--- config.mk ---
export PLATFORM = sky130hd
export DESIGN_NAME = npx_timing_core
export DESIGN_NICKNAME = d
export VERILOG_FILES = /design/src/rtl/npx_timing_core.v /design/src/rtl/npx_sync_reset.v /design/src/rtl/npx_decode.v
export VERILOG_INCLUDE_DIRS = /design/src /design/src/shared
export SDC_FILE = /design/constraint.sdc
export NUM_CORES = 1
export LEC_CHECK = 0
export ABC_CLOCK_PERIOD_IN_PS = 7200
export BUFFER_PORTS_ARGS = -buffer_cell sky130_fd_sc_hd__buf_2
export CORE_ASPECT_RATIO = 1.75
export CORE_UTILIZATION = 60
export DETAILED_ROUTE_END_ITERATION = 10
export PLACE_DENSITY = 0.92
export SYNTH_ARGS = -nofsm -noshare
export SYNTH_HDL_FRONTEND = slang
export SYNTH_SLANG_ARGS = --single-unit
--- constraint.sdc ---
create_clock -name clk_sys -period 7.2 [get_ports clk_sys]
set_input_delay 0.72 -clock clk_sys [delete_from_list [all_inputs] [get_ports clk_sys]]
set_output_delay 0.72 -clock clk_sys [all_outputs]
set_load 0.03 [all_outputs]
--- src/shared/npx_consts.vh ---
// Constants for the numeric coprocessor opcode decoder and timing model.
`ifndef NPX_CONSTS_VH
`define NPX_CONSTS_VH
`define ESC_PREFIX 5'h1B
`define GRP_001 3'h1
`define GRP_011 3'h3
`define GRP_101 3'h5
`define GRP_111 3'h7
`define MOD_REG 2'h3
`define REG_LDENV 3'h4
`define REG_LDCW 3'h5
`define REG_STENV 3'h6
`define REG_STCW 3'h7
`define REG_RSTOR 3'h4
`define B_INIT 8'hE3
`define B_CLEX 8'hE2
`define B_STSW 8'hE0
`define B_INCSTP 8'hF7
`define B_DECSTP 8'hF6
`define B_ABS 8'hE1
`define B_SCALE 8'hFD
`define B_RNDINT 8'hFC
`define B_XTRACT 8'hF4
`define B_SIN 8'hFE
`define B_PATAN 8'hF3
`define OP_NONE 5'h00
`define OP_INIT 5'h01
`define OP_STSW 5'h02
`define OP_LDCW 5'h03
`define OP_STCW 5'h04
`define OP_CLEX 5'h05
`define OP_STENV 5'h06
`define OP_LDENV 5'h07
`define OP_RSTOR 5'h08
`define OP_INCSTP 5'h09
`define OP_DECSTP 5'h0A
`define OP_ABS 5'h0B
`define OP_SCALE 5'h0C
`define OP_RNDINT 5'h0D
`define OP_XTRACT 5'h0E
`define OP_SIN 5'h0F
`define OP_PATAN 5'h10
`define OP_SUBR 5'h11
`define OP_DIVI 5'h12
`define OP_LOAD 5'h13
`define CYC_INIT 10'h023
`define CYC_STSW 10'h011
`define CYC_LDCW 10'h017
`define CYC_STCW 10'h015
`define CYC_CLEX 10'h00D
`define CYC_STENV 10'h092
`define CYC_LDENV 10'h071
`define CYC_RSTOR 10'h1E2
`define CYC_INCSTP 10'h017
`define CYC_DECSTP 10'h018
`define CYC_ABS 10'h018
`define CYC_SCALE_MIN 10'h045
`define CYC_SCALE_MAX 10'h058
`define CYC_RND_MIN 10'h044
`define CYC_RND_MAX 10'h052
`define CYC_XTR_MIN 10'h048
`define CYC_XTR_MAX 10'h04E
`define CYC_SIN_MIN 10'h07C
`define CYC_SIN_MAX 10'h305
`define CYC_PAT_MIN 10'h13C
`define CYC_PAT_MAX 10'h1E9
`define CYC_SUB_MIN 10'h01C
`define CYC_SUB_MAX 10'h024
`define CYC_SUB_D0 10'h003
`define CYC_DIVI_MIN 10'h08C
`define CYC_DIVI_MAX 10'h093
`define CYC_DIVI_R 10'h001
`define CYC_LOAD 10'h028
`define CYC_ZERO 10'h005
`define CYC_REDUCE_MAX 10'h04E
`define CW_RESET 16'h037F
`define SW_RESET 16'h0000
`define ADDR_CTRL 12'h000
`define ADDR_OPC 12'h004
`define ADDR_STAT 12'h008
`define ADDR_CW 12'h00C
`define ADDR_SW 12'h010
`define ADDR_EXTRA 12'h014
`define ADDR_CYC 12'h018
`endif

--- src/rtl/npx_timing_core.v ---
// Escape instruction execution-time model with coprocessor state and APB registers.
//
// Overview of operation
// - Instructions are two bytes, escape prefix first.
// - Counts are coprocessor clocks, transfer time included.
// - Stack index field selects stack element i.
// - Group 011, E3: initialise, 35 clocks.
// - Group 111, E0: store status, 17 clocks.
// - Group 001 reg 101 memory: load control, 23.
// - Group 001 reg 111 memory: store control, 21.
// - Group 011, E2: clear exceptions, 13 clocks.
// - Group 001 reg 110: store environment, 146.
// - Group 001 reg 100: load environment, 113.
// - Group 101 reg 100: restore state, 482.
// - Group 001, F7: stack pointer increment, 23.
// - Group 001, F6: stack pointer decrement, 24.
// - Group 001, E1: absolute value, 24 clocks.
// - Group 001, FD: scale, 69 to 88.
// - Group 001, FC: round integer, 68 to 82.
// - Group 001, F4: split components, 72 to 78.
// - Memory zero load adds 5 clocks.
// - Register subtract adds 3 when d is 0.
// - Integer memory divide adds 1 when reversed.
// - Sine beyond pi/4 adds up to 78.
// - Group 001, FE: sine, 124 to 773.
// - Group 001, F3: partial arctangent, 316 to 489.
//
// Our own choices: register access over APB and the register offsets.
`timescale 1ns/1ps
`include "npx_consts.vh"
module npx_timing_core (
  input wire clk_sys,
  input wire nrst,
  input wire psel,
  input wire penable,
  input wire pwrite,
  input wire [11:0] paddr,
  input wire [31:0] pwdata,
  output reg [31:0] prdata,
  output wire pready,
  output wire pslverr,
  output reg busy,
  output reg done,
  output reg [2:0] stack_top,
  output reg [2:0] selected_element
);
  localparam ST_IDLE = 1'b0;
  localparam ST_EXEC = 1'b1;
  localparam [9:0] REDUCE_CAP = `CYC_REDUCE_MAX;

  wire rst_n;
  wire [4:0] op_class;
  wire [9:0] cyc_min;
  wire [9:0] cyc_max;
  wire [2:0] stack_index;
  reg state;
  reg [15:0] opcode;
  reg [15:0] ctrl_word;
  reg [15:0] status_word;
  reg [15:0] env_shadow;
  reg [15:0] host_acc;
  reg [9:0] count;
  reg [9:0] last_cycles;
  reg [4:0] cur_op;
  reg [2:0] cur_index;
  reg operand_zero;
  reg big_operand;
  reg slow_path;
  reg [6:0] reduce_cycles;
  reg unknown;
  reg [9:0] next_total;
  wire apb_wr;
  wire apb_rd;
  wire start;

  npx_sync_reset u_rst (
    .clk_sys(clk_sys),
    .nrst(nrst),
    .rst_n_sync(rst_n)
  );

  npx_decode u_dec (
    .opcode(opcode),
    .op_class(op_class),
    .cyc_min(cyc_min),
    .cyc_max(cyc_max),
    .stack_index(stack_index)
  );

  // The slave always answers in the access cycle; every address is mapped or reads zero.
  assign pready = 1'b1;
  assign pslverr = 1'b0;
  assign apb_wr = psel && penable && pwrite;
  // Read data is fetched in the setup cycle so that it stands at the access edge.
  assign apb_rd = psel && !penable && !pwrite;
  assign start = apb_wr && (paddr == `ADDR_CTRL) && pwdata[0] && (state == ST_IDLE);

  // Total clocks for the issued instruction, adding operand-dependent extras.
  always @* begin
    next_total = slow_path ? cyc_max : cyc_min;
    case (op_class)
      `OP_LOAD: begin
        if (operand_zero && opcode[9] == 1'b0) begin
          next_total = next_total + `CYC_ZERO;
        end
      end
      `OP_SUBR: begin
        if (opcode[10] == 1'b0) begin
          next_total = next_total + `CYC_SUB_D0;
        end
      end
      `OP_DIVI: begin
        if (opcode[3] == 1'b1) begin
          next_total = next_total + `CYC_DIVI_R;
        end
      end
      `OP_SIN: begin
        if (big_operand) begin
          next_total = next_total + {3'h0, reduce_cycles};
        end
      end
      default: begin
        next_total = next_total;
      end
    endcase
  end

  // Register writes from software; opcode and operand hints are written only while idle.
  always @(posedge clk_sys or negedge rst_n) begin
    if (!rst_n) begin
      opcode <= 16'h0000;
      operand_zero <= 1'b0;
      big_operand <= 1'b0;
      slow_path <= 1'b0;
      reduce_cycles <= 7'h00;
    end else if (apb_wr && state == ST_IDLE) begin
      if (paddr == `ADDR_OPC) begin
        opcode <= pwdata[15:0];
      end
      if (paddr == `ADDR_EXTRA) begin
        operand_zero <= pwdata[0];
        big_operand <= pwdata[1];
        slow_path <= pwdata[2];
        if (pwdata[14:8] > `CYC_REDUCE_MAX) begin
          reduce_cycles <= REDUCE_CAP[6:0];
        end else begin
          reduce_cycles <= pwdata[14:8];
        end
      end
    end
  end

  // Execution sequencer: counts down the modelled clocks, then applies the effect.
  always @(posedge clk_sys or negedge rst_n) begin
    if (!rst_n) begin
      state <= ST_IDLE;
      count <= 10'h000;
      last_cycles <= 10'h000;
      cur_op <= `OP_NONE;
      cur_index <= 3'h0;
      busy <= 1'b0;
      done <= 1'b0;
      unknown <= 1'b0;
    end else begin
      done <= 1'b0;
      case (state)
        ST_IDLE: begin
          if (start) begin
            cur_op <= op_class;
            cur_index <= stack_index;
            unknown <= (op_class == `OP_NONE);
            if (op_class == `OP_NONE) begin
              done <= 1'b1;
              last_cycles <= 10'h000;
            end else begin
              count <= next_total;
              last_cycles <= next_total;
              busy <= 1'b1;
              state <= ST_EXEC;
            end
          end
        end
        ST_EXEC: begin
          if (count == 10'h001 || count == 10'h000) begin
            busy <= 1'b0;
            done <= 1'b1;
            state <= ST_IDLE;
          end else begin
            count <= count - 10'h001;
          end
        end
        default: begin
          state <= ST_IDLE;
        end
      endcase
    end
  end

  // Architectural state, changed when a recognised operation completes; env_shadow also takes control word writes while idle.
  always @(posedge clk_sys or negedge rst_n) begin
    if (!rst_n) begin
      ctrl_word <= `CW_RESET;
      status_word <= `SW_RESET;
      env_shadow <= 16'h0000;
      host_acc <= 16'h0000;
      stack_top <= 3'h0;
      selected_element <= 3'h0;
    end else begin
      if (apb_wr && paddr == `ADDR_CW && state == ST_IDLE) begin
        env_shadow <= pwdata[15:0];
      end
      if (state == ST_EXEC && (count == 10'h001 || count == 10'h000)) begin
        selected_element <= stack_top + cur_index;
        case (cur_op)
          `OP_INIT: begin
            ctrl_word <= `CW_RESET;
            status_word <= `SW_RESET;
            stack_top <= 3'h0;
          end
          `OP_CLEX: status_word <= {status_word[15:8], 8'h00};
          `OP_STSW: host_acc <= {status_word[15:14], stack_top, status_word[10:0]};
          `OP_LDCW: ctrl_word <= env_shadow;
          `OP_STCW: host_acc <= ctrl_word;
          `OP_STENV: host_acc <= ctrl_word;
          `OP_LDENV: ctrl_word <= env_shadow;
          `OP_RSTOR: begin
            ctrl_word <= env_shadow;
            status_word <= 16'h0000;
          end
          `OP_INCSTP: stack_top <= stack_top + 3'h1;
          `OP_DECSTP: stack_top <= stack_top - 3'h1;
          default: stack_top <= stack_top;
        endcase
      end
    end
  end

  // APB read data, registered in the setup cycle and held through the access phase.
  always @(posedge clk_sys or negedge rst_n) begin
    if (!rst_n) begin
      prdata <= 32'h00000000;
    end else if (apb_rd) begin
      case (paddr)
        `ADDR_CTRL: prdata <= {29'h0, unknown, done, busy};
        `ADDR_OPC: prdata <= {16'h0, opcode};
        `ADDR_STAT: prdata <= {19'h0, cur_op, 2'h0, stack_top, selected_element};
        `ADDR_CW: prdata <= {16'h0, ctrl_word};
        `ADDR_SW: prdata <= {host_acc, status_word};
        `ADDR_EXTRA: prdata <= {17'h0, reduce_cycles, 5'h0, slow_path, big_operand,
                                operand_zero};
        `ADDR_CYC: prdata <= {6'h0, count, 6'h0, last_cycles};
        default: prdata <= 32'h00000000;
      endcase
    end
  end
endmodule

--- src/rtl/npx_sync_reset.v ---
// Two-flop release of the asynchronous active-low reset.
`timescale 1ns/1ps
module npx_sync_reset (
  input wire clk_sys,
  input wire nrst,
  output wire rst_n_sync
);
  reg [1:0] stage;

  // Assert at once, release after two clock edges.
  always @(posedge clk_sys or negedge nrst) begin
    if (!nrst) begin
      stage <= 2'h0;
    end else begin
      stage <= {stage[0], 1'b1};
    end
  end
  assign rst_n_sync = stage[1];
endmodule

--- src/rtl/npx_decode.v ---
// Combinational opcode decoder for two-byte escape-class instructions.
`timescale 1ns/1ps
`include "npx_consts.vh"
module npx_decode (
  input wire [15:0] opcode,
  output reg [4:0] op_class,
  output reg [9:0] cyc_min,
  output reg [9:0] cyc_max,
  output wire [2:0] stack_index
);
  wire [4:0] pfx;
  wire [2:0] grp;
  wire [1:0] modf;
  wire [2:0] regf;
  wire [7:0] b1;
  assign pfx = opcode[15:11];
  assign grp = opcode[10:8];
  assign b1 = opcode[7:0];
  assign modf = opcode[7:6];
  assign regf = opcode[5:3];
  assign stack_index = opcode[2:0];

  // Match the escape prefix, the group and the second byte.
  always @* begin
    op_class = `OP_NONE;
    cyc_min = 10'h000;
    cyc_max = 10'h000;
    if (pfx == `ESC_PREFIX) begin
      if (grp == `GRP_011 && b1 == `B_INIT) begin
        op_class = `OP_INIT;
        cyc_min = `CYC_INIT;
      end else if (grp == `GRP_011 && b1 == `B_CLEX) begin
        op_class = `OP_CLEX;
        cyc_min = `CYC_CLEX;
      end else if (grp == `GRP_111 && b1 == `B_STSW) begin
        op_class = `OP_STSW;
        cyc_min = `CYC_STSW;
      end else if (grp == `GRP_101 && modf != `MOD_REG && regf == `REG_RSTOR) begin
        op_class = `OP_RSTOR;
        cyc_min = `CYC_RSTOR;
      end else if (grp == `GRP_001 && modf != `MOD_REG) begin
        case (regf)
          `REG_LDCW: begin
            op_class = `OP_LDCW;
            cyc_min = `CYC_LDCW;
          end
          `REG_STCW: begin
            op_class = `OP_STCW;
            cyc_min = `CYC_STCW;
          end
          `REG_STENV: begin
            op_class = `OP_STENV;
            cyc_min = `CYC_STENV;
          end
          `REG_LDENV: begin
            op_class = `OP_LDENV;
            cyc_min = `CYC_LDENV;
          end
          default: begin
            op_class = `OP_LOAD;
            cyc_min = `CYC_LOAD;
          end
        endcase
      end else if (grp == `GRP_001) begin
        case (b1)
          `B_INCSTP: begin
            op_class = `OP_INCSTP;
            cyc_min = `CYC_INCSTP;
          end
          `B_DECSTP: begin
            op_class = `OP_DECSTP;
            cyc_min = `CYC_DECSTP;
          end
          `B_ABS: begin
            op_class = `OP_ABS;
            cyc_min = `CYC_ABS;
          end
          `B_SCALE: begin
            op_class = `OP_SCALE;
            cyc_min = `CYC_SCALE_MIN;
            cyc_max = `CYC_SCALE_MAX;
          end
          `B_RNDINT: begin
            op_class = `OP_RNDINT;
            cyc_min = `CYC_RND_MIN;
            cyc_max = `CYC_RND_MAX;
          end
          `B_XTRACT: begin
            op_class = `OP_XTRACT;
            cyc_min = `CYC_XTR_MIN;
            cyc_max = `CYC_XTR_MAX;
          end
          `B_SIN: begin
            op_class = `OP_SIN;
            cyc_min = `CYC_SIN_MIN;
            cyc_max = `CYC_SIN_MAX;
          end
          `B_PATAN: begin
            op_class = `OP_PATAN;
            cyc_min = `CYC_PAT_MIN;
            cyc_max = `CYC_PAT_MAX;
          end
          default: begin
            op_class = `OP_NONE;
          end
        endcase
      end else if (grp[0] == 1'b0 && modf == `MOD_REG && b1[5:4] == 2'h2) begin
        op_class = `OP_SUBR;
        cyc_min = `CYC_SUB_MIN;
        cyc_max = `CYC_SUB_MAX;
      end else if (grp[0] == 1'b0 && grp[2:1] != 2'h0 && modf != `MOD_REG
                   && regf[2:1] == 2'h3) begin
        op_class = `OP_DIVI;
        cyc_min = `CYC_DIVI_MIN;
        cyc_max = `CYC_DIVI_MAX;
      end
    end
    if (cyc_max == 10'h000) begin
      cyc_max = cyc_min;
    end
  end
endmodule

# Word-level counts from Yosys, hierarchy flattened
# Index checks and enable logic that the tools add are counted.
# Widths: inputs -> output; s select.
totals:
  out_inout_bits: 42
  inputBits: 49
  ff_bits: 162
op_classes:
  bitwise_logic: 4
  order_cmp: 1
  addsub: 8
  muxes: 62
  n_reduce_logical: 49
  eq_ne: 49
op_table:
  columns: ["cell", "count"]
  rows:
  - ["$mux 10", 26]
  - ["$pmux 32 s7", 1]
  - ["$pmux 16 s2", 3]
  - ["$eq 8x8->1 const B", 11]
  - ["$pmux 9 s7", 1]
  - ["$pmux 10 s5", 1]
  - ["$mux 5", 9]
  - ["$pmux 10 s4", 1]
  - ["$pmux 5 s8", 1]
  - ["$eq 12x5->1 const B", 3]
  - ["$pmux 8 s4", 1]
  - ["$eq 12x4->1 const B", 2]
  - ["$logic_and 1x1->1", 23]
  - ["$eq 5x3->1 const B", 4]
  - ["$eq 5x4->1 const B", 4]
  - ["$eq 5x5->1 const B", 4]
  - ["$logic_not 10->1", 2]
  - ["$pmux 10 s2", 1]
  - ["$pmux 5 s4", 1]
  - ["$eq 3x3->1 const B", 6]
  - ["$mux 8", 2]
  - ["$reduce_and 2->1", 7]
  - ["$eq 12x3->1 const B", 1]
  - ["$logic_not 12->1", 1]
  - ["30 further kinds", 57]

# Logic depth before layout (Yosys ltp)
# Gate-level depths: netlist of run 1.
depth:
  word_depth: 22
  ltp_mapped: 20

# Cells and area by module
# Synthesis of run 1 repeated with hierarchy kept, for this count alone.
hier_totals:
  cells_unflattened: 990
  hier_area_um2: 9176.3
modules_own_cells:
  columns: ["mod", "seq_area_each_um2", "n_inst", "area_each_um2", "cells_each"]
  rows:
  - ["npx_timing_core", 3614.7, 1, 8034.0, 811]
  - ["npx_decode", 0.0, 1, 1088.5, 176]
  - ["npx_sync_reset", 50.0, 1, 53.8, 3]

# Worst setup path before layout of run 1
# No wires, ideal clock.
synth_timing:
  path_type: "register -> register"
  start: "reg opcode[6]"
  end: "reg count[6]"
  setup_ns: 0.146
  arrival_time_ns: 3.626
  slack_ns: 3.428
  n_path_buf: 3
  stages_incl_launch_ff: 18
  synth_period_minus_slack_ns: 3.772
  cell_sequence: "dfrtp_1 > buf_6 > and2_4 > buf_6 > or4_1 > buf_2 > a2111oi_0 > o21ai_0 > a32o_1 > ha_1 > nor2b_1 > o21ai_0 > nand2b_1 > a21o_1 > a21oi_1 > xnor2_1 > mux2i_1 > o211ai_1"
synth_between:
  elab_chain_cells: 21
  elab_cells_between_ends: 76
  classes_between: "add/sub: 4; eq/ne: 18; mux: 40; reduce/logical: 14"
synth_lines:
  columns: ["element", "line", "source"]
  rows:
  - ["start: declaration", "npx_timing_core.v:57", "reg [15:0] opcode;"]
  - ["start signal: assignment", "npx_timing_core.v:138", "opcode <= pwdata[15:0];"]
  - ["$ne 2x2->1 (no line)", null, null]
  - ["$logic_and 1x1->1 (no line)", null, null]
  - ["$logic_and 1x1->1", "npx_decode.v:111", "end else if (grp[0] == 1'b0 && grp[2:1] != 2'h0 && modf != `MOD_REG"]
  - ["$mux 8", "npx_decode.v:111", null]
  - ["$mux 10", "npx_decode.v:107", "end else if (grp[0] == 1'b0 && modf == `MOD_REG && b1[5:4] == 2'h2) begin"]
  - ["$mux 10", "npx_decode.v:64", "end else if (grp == `GRP_001) begin"]
  - ["$mux 10", "npx_decode.v:41", "end else if (grp == `GRP_001 && modf != `MOD_REG) begin"]
  - ["$mux 10", "npx_decode.v:38", "end else if (grp == `GRP_101 && modf != `MOD_REG && regf == `REG_RSTOR) begin"]
  - ["[5 not listed]", null, null]
  - ["$mux 10", "npx_decode.v:118", "if (cyc_max == 10'h000) begin"]
  - ["$mux 10", "npx_timing_core.v:100", "next_total = slow_path ? cyc_max : cyc_min;"]
  - ["$add 10x7->10 (tied with other cells)", "npx_timing_core.v:119", "next_total = next_total + {3'h0, reduce_cycles};"]
  - ["$mux 10 (on tied branches)", null, null]
  - ["$pmux 10 s4", "npx_timing_core.v:101", "case (op_class)"]
  - ["$mux 10", "npx_timing_core.v:172", "if (op_class == `OP_NONE) begin"]
  - ["$mux 10", "npx_timing_core.v:168", "if (start) begin"]
  - ["$pmux 10 s2", "npx_timing_core.v:166", "case (state)"]
  - ["end signal: assignment", "npx_timing_core.v:176", "count <= next_total;"]
  - ["end signal: assignment", "npx_timing_core.v:189", "count <= count - 10'h001;"]
  - ["end: declaration", "npx_timing_core.v:62", "reg [9:0] count;"]
# Several ways; a longest one is shown, not always the timed one. The select of a mux whose other input is x is not followed.
# A chain may end at the register's enable or synchronous reset.

# Worst setup path in the final report of run 1
layout_timing:
  start: "reg opcode[4]"
  end: "reg count[7]"
layout_between:
  elab_chain_cells: 20
  elab_cells_between_ends: 78
  classes_between: "add/sub: 4; eq/ne: 22; mux: 42; reduce/logical: 10"
layout_lines:
  columns: ["element"]
  rows:
  - ["parallel branches: the longest is 20 deep, another holds $pmux 10 s5"]
# Parallel ways; which one is timed is not known. The select of a mux whose other input is x is not followed.

==> metrics.cfg, run 1 <==
[die]
core_region_area_um2=13500
fp.dieH_um=158
row_count=56
fp.dieW_um=91.2
ios=91
fp.dieArea_um2=14400
initial_core_util=0.618

[clock_network]
clkLatencyLatePin_ns=0.43
cts.sinks=146
root_buffer=clkbuf_16
numCtsBuffers=17
htreeDepth=4
post_cts_buffers=0
cts-resized-gates=0
cts_hold_buf=0
cts_tree=built
path_clk_slew_ns=0.06
clk_path_buf_depth=2

[logic_synthesis]
synth_edf_count=0
ys_types=86
syn-instance-count=859
ys.flop_type=dfrtp_1
async_flop_share=1.00
netlist_area_um2=8350
ys_ff_latch=146
yosysWarnings=0
synth.avg_cell_area_um2=9.73
seq_area_frac_synth=0.439

[final_layout]
area_growth_pct=11.4
seq_area_um2=3670
finalNetCount=961
drive_gt1_frac=0.204
multiInputGateArea_um2=4320
finalNonFillerCells=1086
fillers=975
final_cell_mix=dfrtp_1, nand2_1, buf_2, o21ai_0, mux2_2
layout_commonest_cell=dfrtp_1

[min_path]
hold_class=primary input to async pin

[timing]
setup_viol=0
skew_ns=0.00914
finalSetupTns_ns=0
slew_violations=0
tightest_slew_ns=1.09
fin_crit_sh=0.719
finalHoldViolations=0
min_period_ns=5.18
max_slew_margin=0.273
fmax_ghz=0.193
grt_setup_unrepaired=false

[global_routing]
grt.met3_usage=0.0999
grt_max_degree=76
grt_pass1_vias=7717
overflow=0
grt-busiest-layer=met2
met2_usage=0.663
grt_util_met1=0.437
antenna_found_initial=0
grt_pass1_wl_um=42600
track_usage=0.398

[detailed_routing]
via_per_inst=7.15
route.detailed.drc=0
wire_per_inst_um=25.0
detail_route.iter0.violations=972
vias=7768
drt_wl_total_um=27200
antenna_left=0
dr.pass1.iters=6

[power_and_ir_drop]
total_power_uw=1740
p_leak_uw=0.00421
ir_drop_mv=0.209
power.density_nw_per_um2=187

[worst_setup_path]
endpoint_kind=flip-flop
cp.required_ns=7.52
path_max_fanout=17
start_kind=flip-flop
cp_slowest_cell=a2111oi_0
crit_path_frequent_cell=o21ai_0
cp_data_arrival_time_ns=5.50
critPathMaxStageDelay_ns=0.82
crit_chain=and4_1, o2111ai_1, a2111oi_0, o21ai_0, a32o_1, ha_1, o21ai_0, o21ai_0, a21o_1, a21o_1, o2111ai_1, a22oi_1, nand2_1, o311ai_0
path_class=flip-flop to flip-flop

[placement]
gp_congestion=1.01
numPortBuffers=72
dp.cells=1052
dp_hpwl_um=18800

[flow_run]
maxCapViolations=0

[status]
status=finished, final reports clean

-- critical path, delay by kind of cell, from the launching register on --
kind / cells / cell delay, ns
and+or+nand+nor: 2 / 0.68
AOI/OAI and AO/OA: 11 / 3.29
DFF: 1 / 0.72
adders and majority gates: 1 / 0.37
-- final cells by class --
type,instances,area share
Antenna cell,2,0.000538
Sequential cell,146,0.394
Clock buffer,21,0.0495
Inverter,26,0.0105
Tap cell,174,0.0234
Timing Repair Buffer,80,0.0452
Clock inverter,11,0.0125
Multi-Input combinational cell,626,0.464
-- final timing paths --
check | startpoint | endpoint | slack [ns] | cells past startpoint
max in group asynchronous | u_rst.stage[1]$_DFF_PN0_ | host_acc[2]$_DFFE_PN0P_ | 5.25 | 1
min | nrst | u_rst.stage[1]$_DFF_PN0_ | 0.06 | 1
max | opcode[4]$_DFFE_PN0P_ | count[7]$_DFFE_PN0P_ | 2.02 | 14
max reg2reg | opcode[4]$_DFFE_PN0P_ | count[7]$_DFFE_PN0P_ | 2.02 | 14
min reg2reg | u_rst.stage[0]$_DFF_PN0_ | u_rst.stage[1]$_DFF_PN0_ | 0.35 | 0
min in group clk_sys | u_rst.stage[0]$_DFF_PN0_ | u_rst.stage[1]$_DFF_PN0_ | 0.35 | 0
-- Yosys cell counts (all sizes together), types with 10 or more instances --
cell type / count / share of area
nand2: 102 / 0.046
nor3: 21 / 0.013
a21oi: 27 / 0.016
a22o: 35 / 0.037
nor4: 16 / 0.013
mux2i: 17 / 0.020
inv: 26 / 0.012
ha: 12 / 0.018
o21ai: 72 / 0.043
nor2: 32 / 0.014
nand3: 15 / 0.0090
clkbuf: 47 / 0.021
buf: 15 / 0.012
or4: 10 / 0.0090
nand2b: 17 / 0.013
or3: 12 / 0.0090
dfrtp: 137 / 0.41
mux2: 41 / 0.055
-- flip-flops by register name (all words and copies together) (netlist names) --
register	cells
busy	1
operand_zero	1
env_shadow	16
big_operand	1
host_acc	16
stack_top	3
prdata	32
last_cycles	10
state	1
u_rst.stage	2
opcode	16
selected_element	3
cur_op	5
cur_index	3
ctrl_word	16
count	10
slow_path	1
done	1
reduce_cycles	7
unknown	1
-- through the flow --
step | instance area [um2] | setup slack, ns | hold slack, ns | util
floorplan | 8360 | 2.85 | 0.331 | -
detailed placement | 8730 | 2.38 | 0.342 | 0.645
CTS | 9300 | 2.37 | 0.0621 | 0.688
global route | 9300 | 1.96 | 0.0550 | 0.688
finish | 9310 | 2.02 | 0.0576 | 0.688
global placement | 8730 | 2.45 | 0.338 | 0.645
-- power breakdown --
| part | leakage (uW) | total [uW] | internal [uW] | switching (uW) |
|---|---|---|---|---|
| Sequential | 0.00192 | 828 | 821 | 7.13 |
| Clock | 0.000273 | 872 | 501 | 370 |
| Combinational | 0.00202 | 39.0 | 12.0 | 27.0 |
-- logic make-up after synthesis --
| family | share of synthesized area |
|---|---|
| compound gates | 0.217 |
| xor+xnor | 0.0115 |
| fa+ha+maj | 0.0252 |
| buf+inv | 0.0443 |
| flops | 0.439 |
| mux | 0.0837 |
| other cells | 0.000899 |
| simple gates | 0.179 |
-- routing by layer --
layer | vias to the layer above | wire length [um]
li1 | 3290 | -
met1 | 3677 | 9130
met2 | 607 | 13000
met3 | 194 | 2620
met4 | 0 | 2420
met5 | - | 0
Power figures use the tool's default switching activity.
==> run 2, diff against run 1 <==
ABC_CLOCK_PERIOD_IN_PS = 5250   (was 7200)
CORE_UTILIZATION = 59   (was 60)
PLACE_DENSITY = 0.91   (was 0.92)
clock period = 5.25 ns   (was 7.2 ns; I/O delays follow)
==> run 2 against run 1 <==
- non-clock buffer count grew 10
- highest routed layer unchanged
- sequential share of layout area shrank 0.26 points
- count of clock-buffer cells in the layout shrank 3
==> metrics.cfg, run 2 (synthesized netlist as in run 1, its figures left out) <==
[clock_network]
path_clk_slew_ns=0.07
root_buffer=clkbuf_16
clkLatencyLatePin_ns=0.43
htreeDepth=4
cts-resized-gates=0
cts_tree=built
cts.sinks=146
clk_path_buf_depth=2
numCtsBuffers=17

[power_and_ir_drop]
ir_drop_mv=0.205
p_leak_uw=0.00427
power.density_nw_per_um2=252
total_power_uw=2360

[placement]
dpl_worst_slack_ns=0.851
gp_congestion=0.999
place_area_um2=8800
dp_hpwl_um=19700
numPortBuffers=72

[global_routing]
grt_pass1_vias=7707
antenna_found_initial=0
grt_pass1_wl_um=43300
track_usage=0.388
grt_max_degree=86
overflow=0

[timing]
slew_violations=0
max_slew_margin=0.260
setup_viol=0
fmax_ghz=0.218
finalHoldViolations=0
setup_slack_ns=0.659
skew_ns=0.0105
finalSetupTns_ns=0
fin_crit_sh=0.874
grt_setup_unrepaired=false
tightest_slew_ns=1.11
min_period_ns=4.59

[status]
status=finished, final reports clean

[worst_setup_path]
rr_worst_depth=14
worst-path-buf-inv=0
timing.rr.start=opcode[4]$_DFFE_PN0P_
cp_top_family=compound AO/OA/AOI/OAI gates
start_kind=flip-flop
crit_path_frequent_cell=a21oi_1
path_max_fanout=17
endpoint_kind=flip-flop
cp_slowest_cell=a2111oi_0
reg2reg_to=last_cycles[4]$_DFFE_PN0P_
critPathLaunch=opcode[4]$_DFFE_PN0P_
crit_chain=nand2_1, or4_1, a2111oi_0, o21ai_0, a32o_1, ha_1, nor2b_1, o21ai_0, nand2b_1, xor2_1, o2111ai_1, a21oi_1, a21oi_1, a21oi_1
cp_data_arrival_time_ns=4.89
critPathMaxStageDelay_ns=0.78
reg2reg_slack_ns=0.66
path_class=flip-flop to flip-flop
cp.required_ns=5.54

[final_layout]
fillers=1027
post-route-util=0.677
layout_commonest_cell=dfrtp_1
finalNetCount=971
final_cell_mix=dfrtp_1, nand2_1, buf_2, o21ai_0, mux2_2
largest_reg_flops=32
regMostFlops=prdata
area_growth_pct=12.2
diodes=0
drive_gt1_frac=0.213
multiInputGateArea_um2=4320
finalInstanceArea_um2=9370
seq_area_um2=3670

[die]
core_region_area_um2=13800
initial_core_util=0.604
fp.dieH_um=159
ios=91
fp.dieW_um=92.0
fp.dieArea_um2=14700
row_count=57

[detailed_routing]
vias=7726
drt_wl_total_um=27400
wire_per_inst_um=25.0
via_per_inst=7.04
route.detailed.drc=0
antenna_left=0
detail_route.iter0.violations=810
dr.pass1.iters=7

[min_path]
hold_class=primary input to flip-flop
hold_start=pwdata[6]
hold_end=opcode[6]$_DFFE_PN0P_
hold_depth=2

[flow_run]
maxCapViolations=0

-- run 2: changes by cell type in the layout (fill, tap and decap cells not counted), moves of 2 or more --
cell        previous run  this run
buf_4                  8        17
clkinvlp_4             3         0
diode_2                2         0
clkbuf_8               2         0
inv_8                  1         6
-- run 2: area by class of cell --
type	instances	area share
Clock buffer	18	0.0458
Clock inverter	14	0.0143
Inverter	26	0.0104
Multi-Input combinational cell	626	0.461
Sequential cell	146	0.391
Tap cell	177	0.0236
Timing Repair Buffer	90	0.0531
-- run 2: what timing repair did --
| item | 4_1_cts | 5_1_grt |
|---|---|---|
| hold endpoints to repair | 2 | 0 |
| hold buffers | 1 | 0 |
| setup buffers | 0 | 0 |
| endpoints found under the setup margin | 0 | 0 |
-- run 2: where the power goes --
group | switching [uW] | total (uW) | internal (uW)
Combinational | 35.5 | 52.9 | 17.4
Clock | 540 | 1170 | 632
Sequential | 12.5 | 1140 | 1130
-- run 2: how the worst max path moves through the flow --
stage / cells past startpoint / slack, ns / endpoint
global route: 14 / 0.34 / last_cycles[4]$_DFFE_PN0P_
floorplan: 0 / 0.90 / big_operand$_DFFE_PN0P_
global placement: 14 / 0.87 / count[4]$_DFFE_PN0P_
finish: 14 / 0.66 / last_cycles[4]$_DFFE_PN0P_
detailed placement: 14 / 0.85 / count[4]$_DFFE_PN0P_
CTS: 14 / 0.80 / last_cycles[4]$_DFFE_PN0P_
-- run 2: through the flow --
stage / instances / hold slack, ns
2_1_floorplan: 860 / 0.229
3_3_place_gp: 1064 / 0.310
3_5_place_dp: 1064 / 0.311
4_1_cts: 1097 / 0.339
5_1_grt: 1097 / 0.341
6_report: 1097 / 0.345
-- run 2: layer usage --
metal / vias to the layer above / track usage / wire (um)
li1: 3309 / - / -
met1: 3717 / 0.452 / 9330
met2: 561 / 0.647 / 13800
met3: 139 / 0.0654 / 2090
met4: 0 / 0.264 / 2200
met5: - / 0 / 0
